`config.mk`:
```
export PLATFORM = sky130hd
export DESIGN_NAME = ssp_top
export DESIGN_NICKNAME = d
export VERILOG_FILES = /design/src/pkg/ssp_pkg.sv /design/src/design/ssp_top.sv
export SDC_FILE = /design/constraint.sdc
export NUM_CORES = 1
export LEC_CHECK = 0
export BUFFER_PORTS_ARGS = -buffer_cell sky130_fd_sc_hd__buf_2
export CORE_MARGIN = 2
export CORE_UTILIZATION = 52
export CTS_BUF_LIST = sky130_fd_sc_hd__clkbuf_4
export CTS_CLUSTER_SIZE = 8
export DETAILED_ROUTE_END_ITERATION = 8
export PLACE_DENSITY_LB_ADDON = 0.08
export SLEW_MARGIN = 20
export SYNTH_ARGS = -nofsm -noshare
export SYNTH_HDL_FRONTEND = slang
export SYNTH_SLANG_ARGS = --single-unit
```
`constraint.sdc`:
```
create_clock -name pclk -period 2.18 [get_ports pclk]
set_input_delay 0.545 -clock pclk [delete_from_list [all_inputs] [get_ports pclk]]
set_output_delay 0.545 -clock pclk [all_outputs]
set_load 0.1 [all_outputs]
```
`src/pkg/ssp_pkg.sv`:
```
// shared constants, register layouts and types of the synchronous slave serial port
package ssp_pkg;

	// ------------------------------------------------------------
	// register byte offsets on the apb slave
	// ------------------------------------------------------------
	localparam logic [7:0] OFS_RX_STATUS = 8'h00;
	localparam logic [7:0] OFS_TX_HOLD = 8'h04;
	localparam logic [7:0] OFS_TX_STATUS = 8'h08;
	localparam logic [7:0] OFS_BAUD_CTRL = 8'h0C;
	localparam logic [7:0] OFS_BAUD_DIV_HI = 8'h10;
	localparam logic [7:0] OFS_BAUD_DIV_LO = 8'h14;
	localparam logic [7:0] OFS_RX_BUF = 8'h18;
	localparam logic [7:0] OFS_EVENT_CTRL = 8'h1C;

	// ------------------------------------------------------------
	// field positions and reset values
	// ------------------------------------------------------------
	localparam int EV_TX_EMPTY_BIT = 0;
	localparam int EV_RX_FULL_BIT = 1;
	localparam int EV_TX_IE_BIT = 2;
	localparam int EV_RX_IE_BIT = 3;
	localparam int BAUD_RX_IDLE_BIT = 6;
	localparam logic [7:0] REG8_RST = 8'h00;
	localparam logic [31:0] WORD_RST = 32'h00000000;

	// ------------------------------------------------------------
	// word lengths in shift clock edges
	// ------------------------------------------------------------
	localparam logic [3:0] BITS_8 = 4'h8;
	localparam logic [3:0] BITS_9 = 4'h9;

	// receive status and control register layout
	typedef struct packed {
		logic serial_port_enable;
		logic nine_bit_receive_select;
		logic single_receive_enable;
		logic continuous_receive_enable;
		logic address_detect_enable;
		logic framing_error_flag;
		logic overrun_error_flag;
		logic received_ninth_bit;
	} ssp_rx_status_t;

	// transmit status and control register layout
	typedef struct packed {
		logic clock_source_select;
		logic nine_bit_transmit_select;
		logic transmit_enable;
		logic sync_mode_select;
		logic send_break;
		logic high_baud_select;
		logic shift_register_empty;
		logic transmit_ninth_bit;
	} ssp_tx_status_t;

	// transmit shifter states
	typedef enum logic [0:0] {
		TX_IDLE = 1'b0,
		TX_SHIFT = 1'b1
	} ssp_tx_state_t;

endpackage

```
`src/design/ssp_top.sv`:
```
// synchronous slave serial port: apb registers, transmit and receive shifters on an external shift clock
`timescale 1ns/1ns
`default_nettype none

module ssp_top
	import ssp_pkg::*;
(
	// clock and reset
	input wire logic pclk,
	input wire logic presetn,
	// apb slave
	input wire logic psel,
	input wire logic penable,
	input wire logic pwrite,
	input wire logic [7:0] paddr,
	input wire logic [31:0] pwdata,
	output logic [31:0] prdata,
	output logic pready,
	output logic pslverr,
	// serial link pins
	input wire logic shift_clock_pin_in,
	input wire logic serial_data_pin_in,
	output logic serial_data_pin_out,
	output logic serial_data_pin_oe,
	// wake and interrupt request toward the core
	output logic wake_request
);
	import ssp_pkg::*;

	// ------------------------------------------------------------
	// state
	// ------------------------------------------------------------
	ssp_rx_status_t rx_ctl_r;
	ssp_tx_status_t tx_ctl_r;
	ssp_tx_state_t tx_state_r;
	logic [7:0] baud_ctl_r, div_hi_r, div_lo_r, hold_r, rcbuf_r;
	logic [8:0] tsr_r, rsr_r;
	logic [3:0] tx_cnt_r, rx_cnt_r;
	logic hold_full_r, dt_out_r, dt_oe_r, received_ninth_bit_r, rcif_r, overrun_error_flag_r;
	logic txie_r, rcie_r, wake_r;
	logic ck_q1_r, ck_q2_r, ck_q3_r, dt_q1_r, dt_q2_r;
	logic [31:0] prdata_r;
	logic pready_r, pslverr_r;

	// ------------------------------------------------------------
	// mode and edge decode
	// ------------------------------------------------------------
	wire logic slave_mode = rx_ctl_r.serial_port_enable & tx_ctl_r.sync_mode_select
		& ~tx_ctl_r.clock_source_select;
	// the pin is half duplex: receive has the pin whenever continuous receive is on
	wire logic tx_on = slave_mode & tx_ctl_r.transmit_enable & ~rx_ctl_r.continuous_receive_enable;
	// single receive enable is deliberately absent here; an overrun stalls reception
	wire logic rx_on = slave_mode & rx_ctl_r.continuous_receive_enable & ~overrun_error_flag_r;
	// only the second and third stages are compared, never the first
	wire logic ck_fall = ck_q3_r & ~ck_q2_r;

	// ------------------------------------------------------------
	// apb decode
	// ------------------------------------------------------------
	wire logic setup_c = psel & ~penable;
	wire logic wr_en = psel & penable & pready_r & pwrite;
	wire logic rd_en = psel & penable & pready_r & ~pwrite;
	wire logic hit_rxs = paddr == OFS_RX_STATUS;
	wire logic hit_txh = paddr == OFS_TX_HOLD;
	wire logic hit_txs = paddr == OFS_TX_STATUS;
	wire logic hit_bc = paddr == OFS_BAUD_CTRL;
	wire logic hit_dh = paddr == OFS_BAUD_DIV_HI;
	wire logic hit_dl = paddr == OFS_BAUD_DIV_LO;
	wire logic hit_rxb = paddr == OFS_RX_BUF;
	wire logic hit_ev = paddr == OFS_EVENT_CTRL;
	wire logic mapped = hit_rxs | hit_txh | hit_txs | hit_bc | hit_dh | hit_dl | hit_rxb | hit_ev;

	// ------------------------------------------------------------
	// transmit path decode
	// ------------------------------------------------------------
	wire logic tx_load = wr_en & hit_txh & tx_on;
	wire logic tx_xfer = hold_full_r & (tx_state_r == TX_IDLE) & tx_on;
	wire logic tx_empty = ~hold_full_r;
	wire logic [3:0] tx_bits = tx_ctl_r.nine_bit_transmit_select ? BITS_9 : BITS_8;
	// the held word stays until the shifter is idle again
	wire logic hold_full_nxt = tx_load | (hold_full_r & ~tx_xfer & tx_on);

	// ------------------------------------------------------------
	// receive path decode
	// ------------------------------------------------------------
	wire logic [3:0] rx_bits = rx_ctl_r.nine_bit_receive_select ? BITS_9 : BITS_8;
	wire logic [8:0] rx_word = {dt_q2_r, rsr_r[8:1]};
	wire logic rx_done = rx_on & ck_fall & (rx_cnt_r == rx_bits - 4'h1);
	wire logic rcbuf_read = rd_en & hit_rxb;
	// a buffer read in the completing cycle frees room for the new word
	wire logic rx_accept = rx_done & (~rcif_r | rcbuf_read);
	wire logic rcif_nxt = rx_accept | (rcif_r & ~rcbuf_read);
	wire logic overrun_error_flag_nxt = rx_ctl_r.continuous_receive_enable & (overrun_error_flag_r | (rx_done & ~rx_accept));

	// ------------------------------------------------------------
	// read data selection
	// ------------------------------------------------------------
	// framing errors cannot happen on a clocked link, so that bit reads zero
	wire logic [7:0] rxs_rd = {rx_ctl_r[7:3], 1'b0, overrun_error_flag_r, received_ninth_bit_r};
	wire logic [7:0] txs_rd = {tx_ctl_r[7:2], tx_state_r == TX_IDLE, tx_ctl_r.transmit_ninth_bit};
	wire logic [7:0] bc_rd = {baud_ctl_r[7], rx_cnt_r == 4'h0, baud_ctl_r[5:0]};
	wire logic [7:0] ev_rd = {4'h0, rcie_r, txie_r, rcif_r, tx_empty};
	wire logic [7:0] rd_byte = ({8{hit_rxs}} & rxs_rd) | ({8{hit_txs}} & txs_rd) | ({8{hit_bc}} & bc_rd)
		| ({8{hit_dh}} & div_hi_r) | ({8{hit_dl}} & div_lo_r) | ({8{hit_rxb}} & rcbuf_r)
		| ({8{hit_ev}} & ev_rd);

	// ------------------------------------------------------------
	// pin synchronisers
	// ------------------------------------------------------------
	// the clock pin takes three stages and the data pin two, so data stays aligned with the clock edge
	always_ff @(posedge pclk or negedge presetn)
	begin
		if (!presetn)
		begin
			ck_q1_r <= 1'b0;
			ck_q2_r <= 1'b0;
			ck_q3_r <= 1'b0;
			dt_q1_r <= 1'b0;
			dt_q2_r <= 1'b0;
		end
		else
		begin
			ck_q1_r <= shift_clock_pin_in;
			ck_q2_r <= ck_q1_r;
			ck_q3_r <= ck_q2_r;
			dt_q1_r <= serial_data_pin_in;
			dt_q2_r <= dt_q1_r;
		end
	end

	// ------------------------------------------------------------
	// apb answer: zero wait states, decoded at the setup edge
	// ------------------------------------------------------------
	always_ff @(posedge pclk or negedge presetn)
	begin
		if (!presetn)
		begin
			prdata_r <= WORD_RST;
			pready_r <= 1'b0;
			pslverr_r <= 1'b0;
		end
		else
		begin
			prdata_r <= setup_c ? {24'h000000, rd_byte} : WORD_RST;
			pready_r <= setup_c;
			pslverr_r <= setup_c & ~mapped;
		end
	end

	// ------------------------------------------------------------
	// software control registers
	// ------------------------------------------------------------
	// status bits inside these registers are read-only and skipped on write
	always_ff @(posedge pclk or negedge presetn)
	begin
		if (!presetn)
		begin
			rx_ctl_r <= REG8_RST;
			tx_ctl_r <= REG8_RST;
			baud_ctl_r <= REG8_RST;
			div_hi_r <= REG8_RST;
			div_lo_r <= REG8_RST;
			txie_r <= 1'b0;
			rcie_r <= 1'b0;
		end
		else
		begin
			if (wr_en && hit_rxs)
				rx_ctl_r[7:3] <= pwdata[7:3];
			if (wr_en && hit_txs)
				tx_ctl_r <= {pwdata[7:2], 1'b0, pwdata[0]};
			if (wr_en && hit_bc)
				baud_ctl_r <= pwdata[7:0];
			if (wr_en && hit_dh)
				div_hi_r <= pwdata[7:0];
			if (wr_en && hit_dl)
				div_lo_r <= pwdata[7:0];
			if (wr_en && hit_ev)
			begin
				txie_r <= pwdata[EV_TX_IE_BIT];
				rcie_r <= pwdata[EV_RX_IE_BIT];
			end
		end
	end

	// ------------------------------------------------------------
	// transmit holding register
	// ------------------------------------------------------------
	// a write over a full holding register replaces the waiting word
	always_ff @(posedge pclk or negedge presetn)
	begin
		if (!presetn)
		begin
			hold_r <= REG8_RST;
			hold_full_r <= 1'b0;
		end
		else
		begin
			if (tx_load)
				hold_r <= pwdata[7:0];
			hold_full_r <= hold_full_nxt;
		end
	end

	// ------------------------------------------------------------
	// transmit shifter: next bit goes out after each falling shift clock edge
	// ------------------------------------------------------------
	// the partner samples on the falling edge, so the pin changes just after it
	always_ff @(posedge pclk or negedge presetn)
	begin
		if (!presetn)
		begin
			tx_state_r <= TX_IDLE;
			tsr_r <= 9'h000;
			tx_cnt_r <= 4'h0;
			dt_out_r <= 1'b0;
			dt_oe_r <= 1'b0;
		end
		else
		begin
			dt_oe_r <= tx_on;
			if (!tx_on)
			begin
				tx_state_r <= TX_IDLE;
				tx_cnt_r <= 4'h0;
			end
			else
			begin
				case (tx_state_r)
					TX_IDLE:
					begin
						if (tx_xfer)
						begin
							tsr_r <= {tx_ctl_r.transmit_ninth_bit, hold_r};
							tx_cnt_r <= tx_bits;
							dt_out_r <= hold_r[0];
							tx_state_r <= TX_SHIFT;
						end
					end
					TX_SHIFT:
					begin
						if (ck_fall)
						begin
							tsr_r <= {1'b0, tsr_r[8:1]};
							tx_cnt_r <= tx_cnt_r - 4'h1;
							dt_out_r <= tsr_r[1];
							if (tx_cnt_r == 4'h1)
								tx_state_r <= TX_IDLE;
						end
					end
					default:
						tx_state_r <= TX_IDLE;
				endcase
			end
		end
	end

	// ------------------------------------------------------------
	// receive shifter and buffer
	// ------------------------------------------------------------
	// the buffer is one word deep; a second word that finds it full is dropped as overrun
	always_ff @(posedge pclk or negedge presetn)
	begin
		if (!presetn)
		begin
			rsr_r <= 9'h000;
			rx_cnt_r <= 4'h0;
			rcbuf_r <= REG8_RST;
			received_ninth_bit_r <= 1'b0;
			rcif_r <= 1'b0;
			overrun_error_flag_r <= 1'b0;
		end
		else
		begin
			if (!rx_on)
				rx_cnt_r <= 4'h0;
			else if (ck_fall)
			begin
				rsr_r <= rx_word;
				rx_cnt_r <= rx_done ? 4'h0 : rx_cnt_r + 4'h1;
			end
			if (rx_accept)
			begin
				rcbuf_r <= rx_ctl_r.nine_bit_receive_select ? rx_word[7:0] : rx_word[8:1];
				received_ninth_bit_r <= rx_ctl_r.nine_bit_receive_select & rx_word[8];
			end
			rcif_r <= rcif_nxt;
			overrun_error_flag_r <= overrun_error_flag_nxt;
		end
	end

	// ------------------------------------------------------------
	// wake request
	// ------------------------------------------------------------
	// one level covers sleep wake-up and the interrupt request alike
	always_ff @(posedge pclk or negedge presetn)
	begin
		if (!presetn)
			wake_r <= 1'b0;
		else
			wake_r <= (tx_empty & txie_r) | (rcif_r & rcie_r);
	end

	// ------------------------------------------------------------
	// outputs
	// ------------------------------------------------------------
	assign prdata = prdata_r;
	assign pready = pready_r;
	assign pslverr = pslverr_r;
	assign serial_data_pin_out = dt_out_r;
	assign serial_data_pin_oe = dt_oe_r;
	assign wake_request = wake_r;

	// ------------------------------------------------------------
	// assertions
	// ------------------------------------------------------------
	property p_pin_drive_mode;
		@(posedge pclk) disable iff (!presetn)
		dt_oe_r |-> $past(slave_mode) && !$past(tx_ctl_r.clock_source_select);
	endproperty
	a_pin_drive_mode: assert property (p_pin_drive_mode) else $error("data pin driven outside slave mode");
	property p_first_word;
		@(posedge pclk) disable iff (!presetn)
		(tx_load && !hold_full_r && tx_state_r == TX_IDLE) ##1 tx_on |=> tx_state_r == TX_SHIFT && tsr_r[7:0] == $past(hold_r);
	endproperty
	a_first_word: assert property (p_first_word) else $error("first word did not enter the shifter");
	property p_hold_waits;
		@(posedge pclk) disable iff (!presetn)
		(hold_full_r && tx_state_r == TX_SHIFT) |-> !tx_empty ##1 hold_full_r || !tx_on;
	endproperty
	a_hold_waits: assert property (p_hold_waits) else $error("held word lost while shifting");
	property p_xfer_sets_empty;
		@(posedge pclk) disable iff (!presetn)
		(tx_xfer && !tx_load) |=> tx_empty && tx_state_r == TX_SHIFT;
	endproperty
	a_xfer_sets_empty: assert property (p_xfer_sets_empty) else $error("empty flag not set after transfer");

	property p_tx_wake;
		@(posedge pclk) disable iff (!presetn)
		(tx_empty && txie_r) |=> wake_r;
	endproperty
	a_tx_wake: assert property (p_tx_wake) else $error("no wake on transmit empty");
	property p_single_ignored;
		@(posedge pclk) disable iff (!presetn)
		(slave_mode && rx_ctl_r.single_receive_enable && !rx_ctl_r.continuous_receive_enable) [*2] |-> rx_cnt_r == 4'h0;
	endproperty
	a_single_ignored: assert property (p_single_ignored) else $error("single receive started a reception");

	property p_rx_to_buffer;
		@(posedge pclk) disable iff (!presetn)
		(rx_done && !rcif_r) |=> rcif_r && rcbuf_r == (rx_ctl_r.nine_bit_receive_select ? $past(rx_word[7:0]) : $past(rx_word[8:1]));
	endproperty
	a_rx_to_buffer: assert property (p_rx_to_buffer) else $error("received word not moved to buffer");

	property p_rx_wake;
		@(posedge pclk) disable iff (!presetn)
		(rx_accept && rcie_r) |=> ##1 wake_r;
	endproperty
	a_rx_wake: assert property (p_rx_wake) else $error("no wake on receive complete");

	property p_error_clear;
		@(posedge pclk) disable iff (!presetn)
		!rx_ctl_r.continuous_receive_enable |=> !overrun_error_flag_r;
	endproperty
	a_error_clear: assert property (p_error_clear) else $error("overrun kept with receive disabled");

	property p_sample_on_fall;
		@(posedge pclk) disable iff (!presetn)
		(rx_cnt_r != $past(rx_cnt_r) && rx_cnt_r != 4'h0) |-> $past(ck_fall);
	endproperty
	a_sample_on_fall: assert property (p_sample_on_fall) else $error("receive bit taken without falling edge");

endmodule

`default_nettype wire

```
==> impl_metrics.csv, run 1 <==
group,metric,value,unit
run_status,status,"finished, final reports clean",
pwr,p_leak,2.71,nW
job,maxCapViolCount,0,
timing,fin_crit_sh,91.4,%
clock_network,root_buffer,"clkbuf_4",
routing,wl,9980,µm
critical_path,start_kind,"flip-flop",
critical_path,crit_start,"tx_ctl_r[7]$_DFFE_PN0P_",
placement,routabilityCongestion,0.819,
placement,placed_cells,551,
critical_path,crit_path_end,"hold_r[7]$_DFFE_PN0P_",
die,dieWidth,100,µm
timing,max_slew.worst_pin.slew,0.585,ns
finish,seqCellArea,2510,µm²
pwr,power_frac_comb,11.3,%
die,dieArea,10000,µm²
clock_network,cts.repair.resized,0,
routing,drt_iter0_markers,128,
critical_path,cp_top_family,"simple AND/OR/NAND/NOR gates",
critical_path,cp.arrival,2.33,ns
timing,setup_viol,0,
routing,vias_per_cell,5.39,
critical_path,ff2ff_path_depth,4,
global_routing,antenna_found_initial,0,
timing,setup_ws,0.187,ns
timing,maxSlewViolCount,0,
clock_network,postCtsSetupBuffers,0,
timing,fin_skew,0.0260,ns
global_routing,track_usage,21.9,%
routing,antenna_left,0,
finish,finalNonFillerCells,567,
routing,drtPass1Iterations,4,
die,coreArea,9110,µm²
critical_path,reg2reg_slack,0.19,ns
logic_synthesis,synth_area,4810,µm²
routing,vias,3058,
critical_path,cp_num_buf_inv,0,
clock_network,postCtsHoldBufs,0,
critical_path,cpPeakStageDelay,0.61,ns
die,num_io_pins,84,
timing,fin_crit,1.99,ns
die,start_util,52.8,%
pwr,powerDensity,599,nW/µm²
logic_synthesis,yosysTopAreaCell,"dfrtp_1",
logic_synthesis,syn_inst,388,
logic_synthesis,synth_cell_types,52,
clock_network,ctsHtreeMaxLevel,3,
critical_path,cp_max_fo,9,
pwr,internal-power,2.29,mW
critical_path,timing.rr.start,"tx_ctl_r[7]$_DFFE_PN0P_",
clock_network,clock_sinks,100,
die,rows,35,
logic_synthesis,ys.flop_type,"dfrtp_1",
clock_network,path_clk_slew,0.16,ns
clock_network,clk_path_buf_depth,2,
clock_network,cts_tree,"done",
critical_path,path_class,"reg -> reg",
pwr,seq_power_share,57.8,%
critical_path,cp.required,2.52,ns
timing,rsz0062_at_grt,"no",
finish,num-fill-cells,753,
timing,final-hold-violation-count,0,
placement,numPortBuffers,35,
placement,dp_hpwl,7070,µm
global_routing,grt_overflow,0,
critical_path,critical_path.cell_chain,"nand3b_4 > or3_1 > or4_4 > mux2_4",
logic_synthesis,synth_edf_count,0,
logic_synthesis,synth_area_leaders,"dfrtp_1 52%, mux2_2 15%, mux2i_1 4.8%",
logic_synthesis,yosysWarnings,0,
logic_synthesis,syn_area_per_cell,12.4,µm²
critical_path,r2r-end,"hold_r[7]$_DFFE_PN0P_",
timing,fmax,0.502,GHz
critical_path,worstSetupPathDepth,4,
critical_path,cp_slowest_cell,"or4_4",
logic_synthesis,async_flop_share,100,%
logic_synthesis,synth_top_cell_area_share,52.0,%
pwr,clockPowerShare,30.9,%
placement,dp_slack,-0.233,ns
finish,area_growth,12.5,%
pwr,swShare,29.3,%
clock_network,cts-buffers-inserted,9,
finish,fin_util,59.4,%
timing,relSlewSlack,60.0,%
routing,drc_errors,0,
clock_network,insertion_delay,0.45,ns
pwr,p_sw,0.949,mW
die,die_height,100,µm
finish,multi_input_area,2110,µm²
hold_path,min_path_type,"in -> async",
critical_path,end_kind,"flip-flop",
finish,diodes,0,
global_routing,grt_pass1_vias,3091,
routing,wl_per_cell,17.6,µm
global_routing,grt_pass1_wl,16700,µm
finish,drive_gt1_share,36.8,%
pwr,ir_drop,0.000379,V
finish,nNetsFinal,502,
logic_synthesis,ys_seq_area_share,52.0,%
global_routing,grt_max_degree,57,
logic_synthesis,ys_seq_elements,100,
power by group through the flow:
stage	sequential, mW	combinational, mW	clock (mW)
floorplan	1.92	0.272	0
global placement	1.91	0.366	0
detailed placement	1.91	0.370	0
CTS	1.87	0.370	1.03
global route	1.88	0.391	1.11
finish	1.87	0.368	1.00
synth_stat cells, drive strengths merged, types with 2 or more instances:
cell / number
a21boi: 2
dfrtp: 100
mux4: 4
nor2b: 3
or3: 4
buf: 29
a21oi: 15
nand2b: 4
nor4: 2
a311oi: 3
nor4b: 2
and2: 2
nand4: 2
clkbuf: 10
nand2: 12
inv: 14
nand3: 6
mux2: 70
or4: 2
xnor2: 2
nand3b: 5
or4b: 2
a221oi: 2
o21ai: 7
ha: 4
a211oi: 4
a2111oi: 2
nor2: 33
nor3: 6
mux2i: 23
layout make-up:
class	instances	share of cell area (%)
clock buffer	10	1.39
tap	111	2.57
timing repair buffer	68	8.55
multi-input combinational	258	39.1
inverter	14	0.971
clock inverter	6	1.16
sequential	100	46.3
kinds of logic (layout without fill, tap and decap cells):
| kind of cell | Yosys count | in the layout | synth area share [%] |
|---|---|---|---|
| DFF | 100 | 100 | 52.0 |
| muxes | 97 | 97 | 23.7 |
| and+or+nand+nor | 90 | 90 | 10.5 |
| buffers and inverters | 53 | 98 | 6.24 |
| AOI/OAI and AO/OA | 41 | 41 | 6.06 |
| adders and majority gates | 4 | 4 | 1.04 |
| xor gates and xnor gates | 2 | 2 | 0.364 |
| other | 1 | 24 | 0.0779 |
metrics by stage:
step | TNS [ns] | power, mW | hold WS, ns | area, µm²
after floorplan | -0.971 | 2.20 | 0.249 | 4930
after global placement | -8.52 | 2.27 | 0.336 | 5280
after detailed placement | -8.33 | 2.28 | 0.339 | 5280
after CTS | 0 | 3.27 | 0.0363 | 5410
after global routing | 0 | 3.38 | 0.0269 | 5410
final | 0 | 3.24 | 0.0609 | 5410
metal layers:
metal	vias up	wire [µm]	part of all wire, %	track usage, %
met5	-	0	0	0
met4	0	120	1.2	5.80
met3	10	327	3.3	4.18
met2	79	4600	46	33.2
met1	1509	4930	49	32.7
li1	1460	-	-	-
state kept, by name, summed over array words and instances, names as in the netlist, 8 cells and up:
register and cells:
rcbuf_r 8, rsr_r 8, div_hi_r 8, tsr_r 9, hold_r 8, prdata 8
div_lo_r 8
worst min-delay path by stage:
stage                            startpoint                        end  slack, ns
final                               presetn        prdata[6]$_DFF_PN0_       0.06
after global routing                presetn           rcif_r$_DFF_PN0_       0.03
after CTS                           presetn       rsr_r[3]$_DFFE_PN0P_       0.04
after detailed placement  dt_q1_r$_DFF_PN0_          dt_q2_r$_DFF_PN0_       0.34
after global placement    dt_q1_r$_DFF_PN0_          dt_q2_r$_DFF_PN0_       0.34
after floorplan                     presetn  baud_ctl_r[0]$_DFFE_PN0P_       0.25
layout by cell type, fill, tap and decap left out, types with 2 or more instances in the layout:
master,netlist,final
a221oi_1,2,2
nand2_1,12,12
or3_4,1,2
a21oi_1,15,15
a311oi_1,3,3
conb_1,1,24
mux2i_1,23,23
buf_12,0,3
xnor2_1,2,2
nor2_1,33,33
mux4_2,4,4
o21ai_0,7,7
nand3b_1,4,4
nand2b_1,4,4
and2_1,2,2
nand3_1,5,5
dfrtp_1,100,99
or3_1,3,2
buf_4,24,31
mux2_2,62,61
nor3_1,6,6
buf_2,3,34
nor4b_1,2,2
ha_1,4,4
mux2_4,8,9
a211oi_1,4,4
clkbuf_4,0,10
a21boi_0,2,2
nor2b_1,3,3
nand4_1,2,2
clkinvlp_4,0,2
inv_1,14,14
worst reg2reg max path: cells and delay by family (launching register included):
| family | cells | cell delay [ns] |
|---|---|---|
| flip-flops | 1 | 0.43 |
| multiplexers | 1 | 0.33 |
| AND/OR/NAND/NOR | 3 | 1.13 |
Power figures use the tool's default switching activity.
==> inputs of run 2 (changes only) <==
- CORE_UTILIZATION: 52 -> 51
- CTS_BUF_LIST: sky130_fd_sc_hd__clkbuf_4 -> sky130_fd_sc_hd__clkbuf_16
==> run 2 against run 1 <==
  * Die area rose by 1.9%
  * Via count rose by 0.52%
  * Sequential power barely moved
  * Worst hold slack improved by 0.12 ns
  * Combinational power barely moved
  * Critical path depth rose by 3
  * Sequential share of layout area fell by 1.6 points
  * Utilization rose by 1.6 points
  * Critical path type is now in -> reg
  * Clock power rose by 83%
==> impl_metrics.csv, run 2 (synthesis gave the netlist of run 1 again) <==
group,metric,value,unit
routing,antenna_left,0,
finish,nNetsFinal,504,
die,start_util,52.3,%
clock_network,clk_path_buf_depth,2,
global_routing,grtUsageMet2,33.8,%
placement,detailed_place.area,5270,µm²
pwr,p_total,4.07,mW
critical_path,cp_max_fo,2,
routing,drtPass1Iterations,4,
job,maxCapViolCount,0,
finish,seqCellArea,2510,µm²
finish,fin_util,61.0,%
timing,final-hold-violation-count,0,
finish,drive_gt1_share,37.1,%
die,coreArea,9200,µm²
timing,setup_viol,0,
global_routing,grt_pass1_vias,3077,
finish,largest_reg_flops,9,
critical_path,cp.arrival,2.38,ns
critical_path,start_kind,"input port",
hold_path,min_path_type,"in -> async",
placement,dp_hpwl,7310,µm
routing,vias_per_cell,5.40,
pwr,powerDensity,725,nW/µm²
routing,wl_per_cell,17.5,µm
placement,routabilityCongestion,0.819,
routing,vias,3074,
routing,drc_errors,0,
timing,fin_crit_sh,96.7,%
global_routing,busiest_layer,"met2",
finish,num-fill-cells,775,
critical_path,cp.required,2.46,ns
timing,fin_crit,2.11,ns
clock_network,postCtsSetupBuffers,0,
critical_path,critical_path.cell_chain,"buf_2 > or4b_1 > buf_4 > inv_1 > a221oi_1 > a2111oi_0 > buf_4",
critical_path,end_kind,"flip-flop",
global_routing,grt_util_met3,3.95,%
finish,final_common_cell,"dfrtp_1",
global_routing,track_usage,21.0,%
routing,drt_iter0_markers,98,
clock_network,insertion_delay,0.34,ns
finish,multi_input_area,2110,µm²
finish,diodes,0,
routing,wl,9970,µm
clock_network,root_buffer,"clkbuf_16",
finish,area_growth,16.6,%
timing,maxSlewViolCount,0,
die,num_io_pins,84,
finish,final_cell_area,5610,µm²
clock_network,clock_sinks,100,
finish,final_cell_mix,"99 x dfrtp_1, 61 x mux2_2, 35 x buf_4",
global_routing,grt_max_degree,42,
timing,fin_skew,0.00776,ns
clock_network,ctsHtreeMaxLevel,3,
critical_path,path_common_cell,"buf_4",
clock_network,postCtsHoldBufs,0,
clock_network,cts_tree,"done",
pwr,ir_drop,0.000502,V
global_routing,grt_overflow,0,
die,die_height,101,µm
critical_path,cp_slowest_cell,"a2111oi_0",
timing,relSlewSlack,51.8,%
clock_network,path_clk_slew,0.07,ns
run_status,status,"finished, final reports clean",
pwr,p_leak,2.80,nW
die,dieWidth,101,µm
global_routing,met1_usage,29.5,%
critical_path,cpPeakStageDelay,0.66,ns
clock_network,cts-buffers-inserted,9,
timing,fmax,0.474,GHz
global_routing,grt_pass1_wl,16200,µm
die,rows,35,
clock_network,cts.repair.resized,0,
global_routing,antenna_found_initial,0,
die,dieArea,10200,µm²
finish,largest-register,"tsr_r",
timing,max_slew.worst_pin.slew,0.705,ns
critical_path,path_class,"in -> reg",
timing,rsz0062_at_grt,"no",
placement,numPortBuffers,35,
-- run 2: cell count changes in the layout (fill, tap and decap cells not counted) --
cell / delta
clkbuf_4: -10
buf_12: -2
bufinv_16: +2
buf_4: +4
clkinv_2: -1
clkinvlp_4: -2
clkbuf_16: +9
inv_6: +2
-- run 2: final cells by class --
cell class / count / area share, %
flip-flops and latches: 100 / 44.7
multi-input cells: 258 / 37.7
repair buffers: 70 / 8.07
clock buffers: 9 / 4.01
well taps: 111 / 2.48
clock inverters: 7 / 2.14
inverters: 14 / 0.937
-- run 2: critical path: cells and delay by family --
kind | cells | cell delay [ns]
AOI/OAI and AO/OA | 2 | 0.72
buffers and inverters | 4 | 0.54
and+or+nand+nor | 1 | 0.58
-- run 2: final timing paths --
path                                          endpoint  cells after the start               startpoint  slack (ns)
worst max-delay path               prdata[2]$_DFF_PN0_                      7                 paddr[2]        0.07
worst min-delay path              tsr_r[6]$_DFFE_PN0P_                      1                  presetn        0.18
worst max register to register   hold_r[7]$_DFFE_PN0P_                      4  tx_ctl_r[7]$_DFFE_PN0P_        0.20
worst min register to register       ck_q2_r$_DFF_PN0_                      0        ck_q1_r$_DFF_PN0_        0.35
max in group asynchronous       rcbuf_r[2]$_DFFE_PN0P_                      2                  presetn        1.32
min in group pclk                    dt_q1_r$_DFF_PN0_                      1       serial_data_pin_in        0.31
-- run 2: through the flow --
step	hold WS (ns)	std cells	setup slack (ns)	TNS [ns]
floorplan	0.249	411	-0.110	-0.971
global placement	0.335	553	-0.226	-6.34
detailed placement	0.345	553	-0.250	-7.35
CTS	0.204	569	0.105	0
global route	0.217	569	0.0890	0
finish	0.181	569	0.0725	0
-- run 2: power breakdown --
part           leakage (nW)  switching, mW  internal [mW]
Clock                 0.168          0.697           1.13
Combinational          1.26          0.305         0.0632
Sequential             1.37        0.00645           1.86
Total                  2.80           1.01           3.06
-- run 2: layer usage --
layer	vias to the layer above	wire length [µm]	part of all wire (%)
met2	59	4860	49
li1	1458	-	-
met5	-	0	0
met3	11	288	2.9
met1	1546	4680	47
met4	0	151	1.5
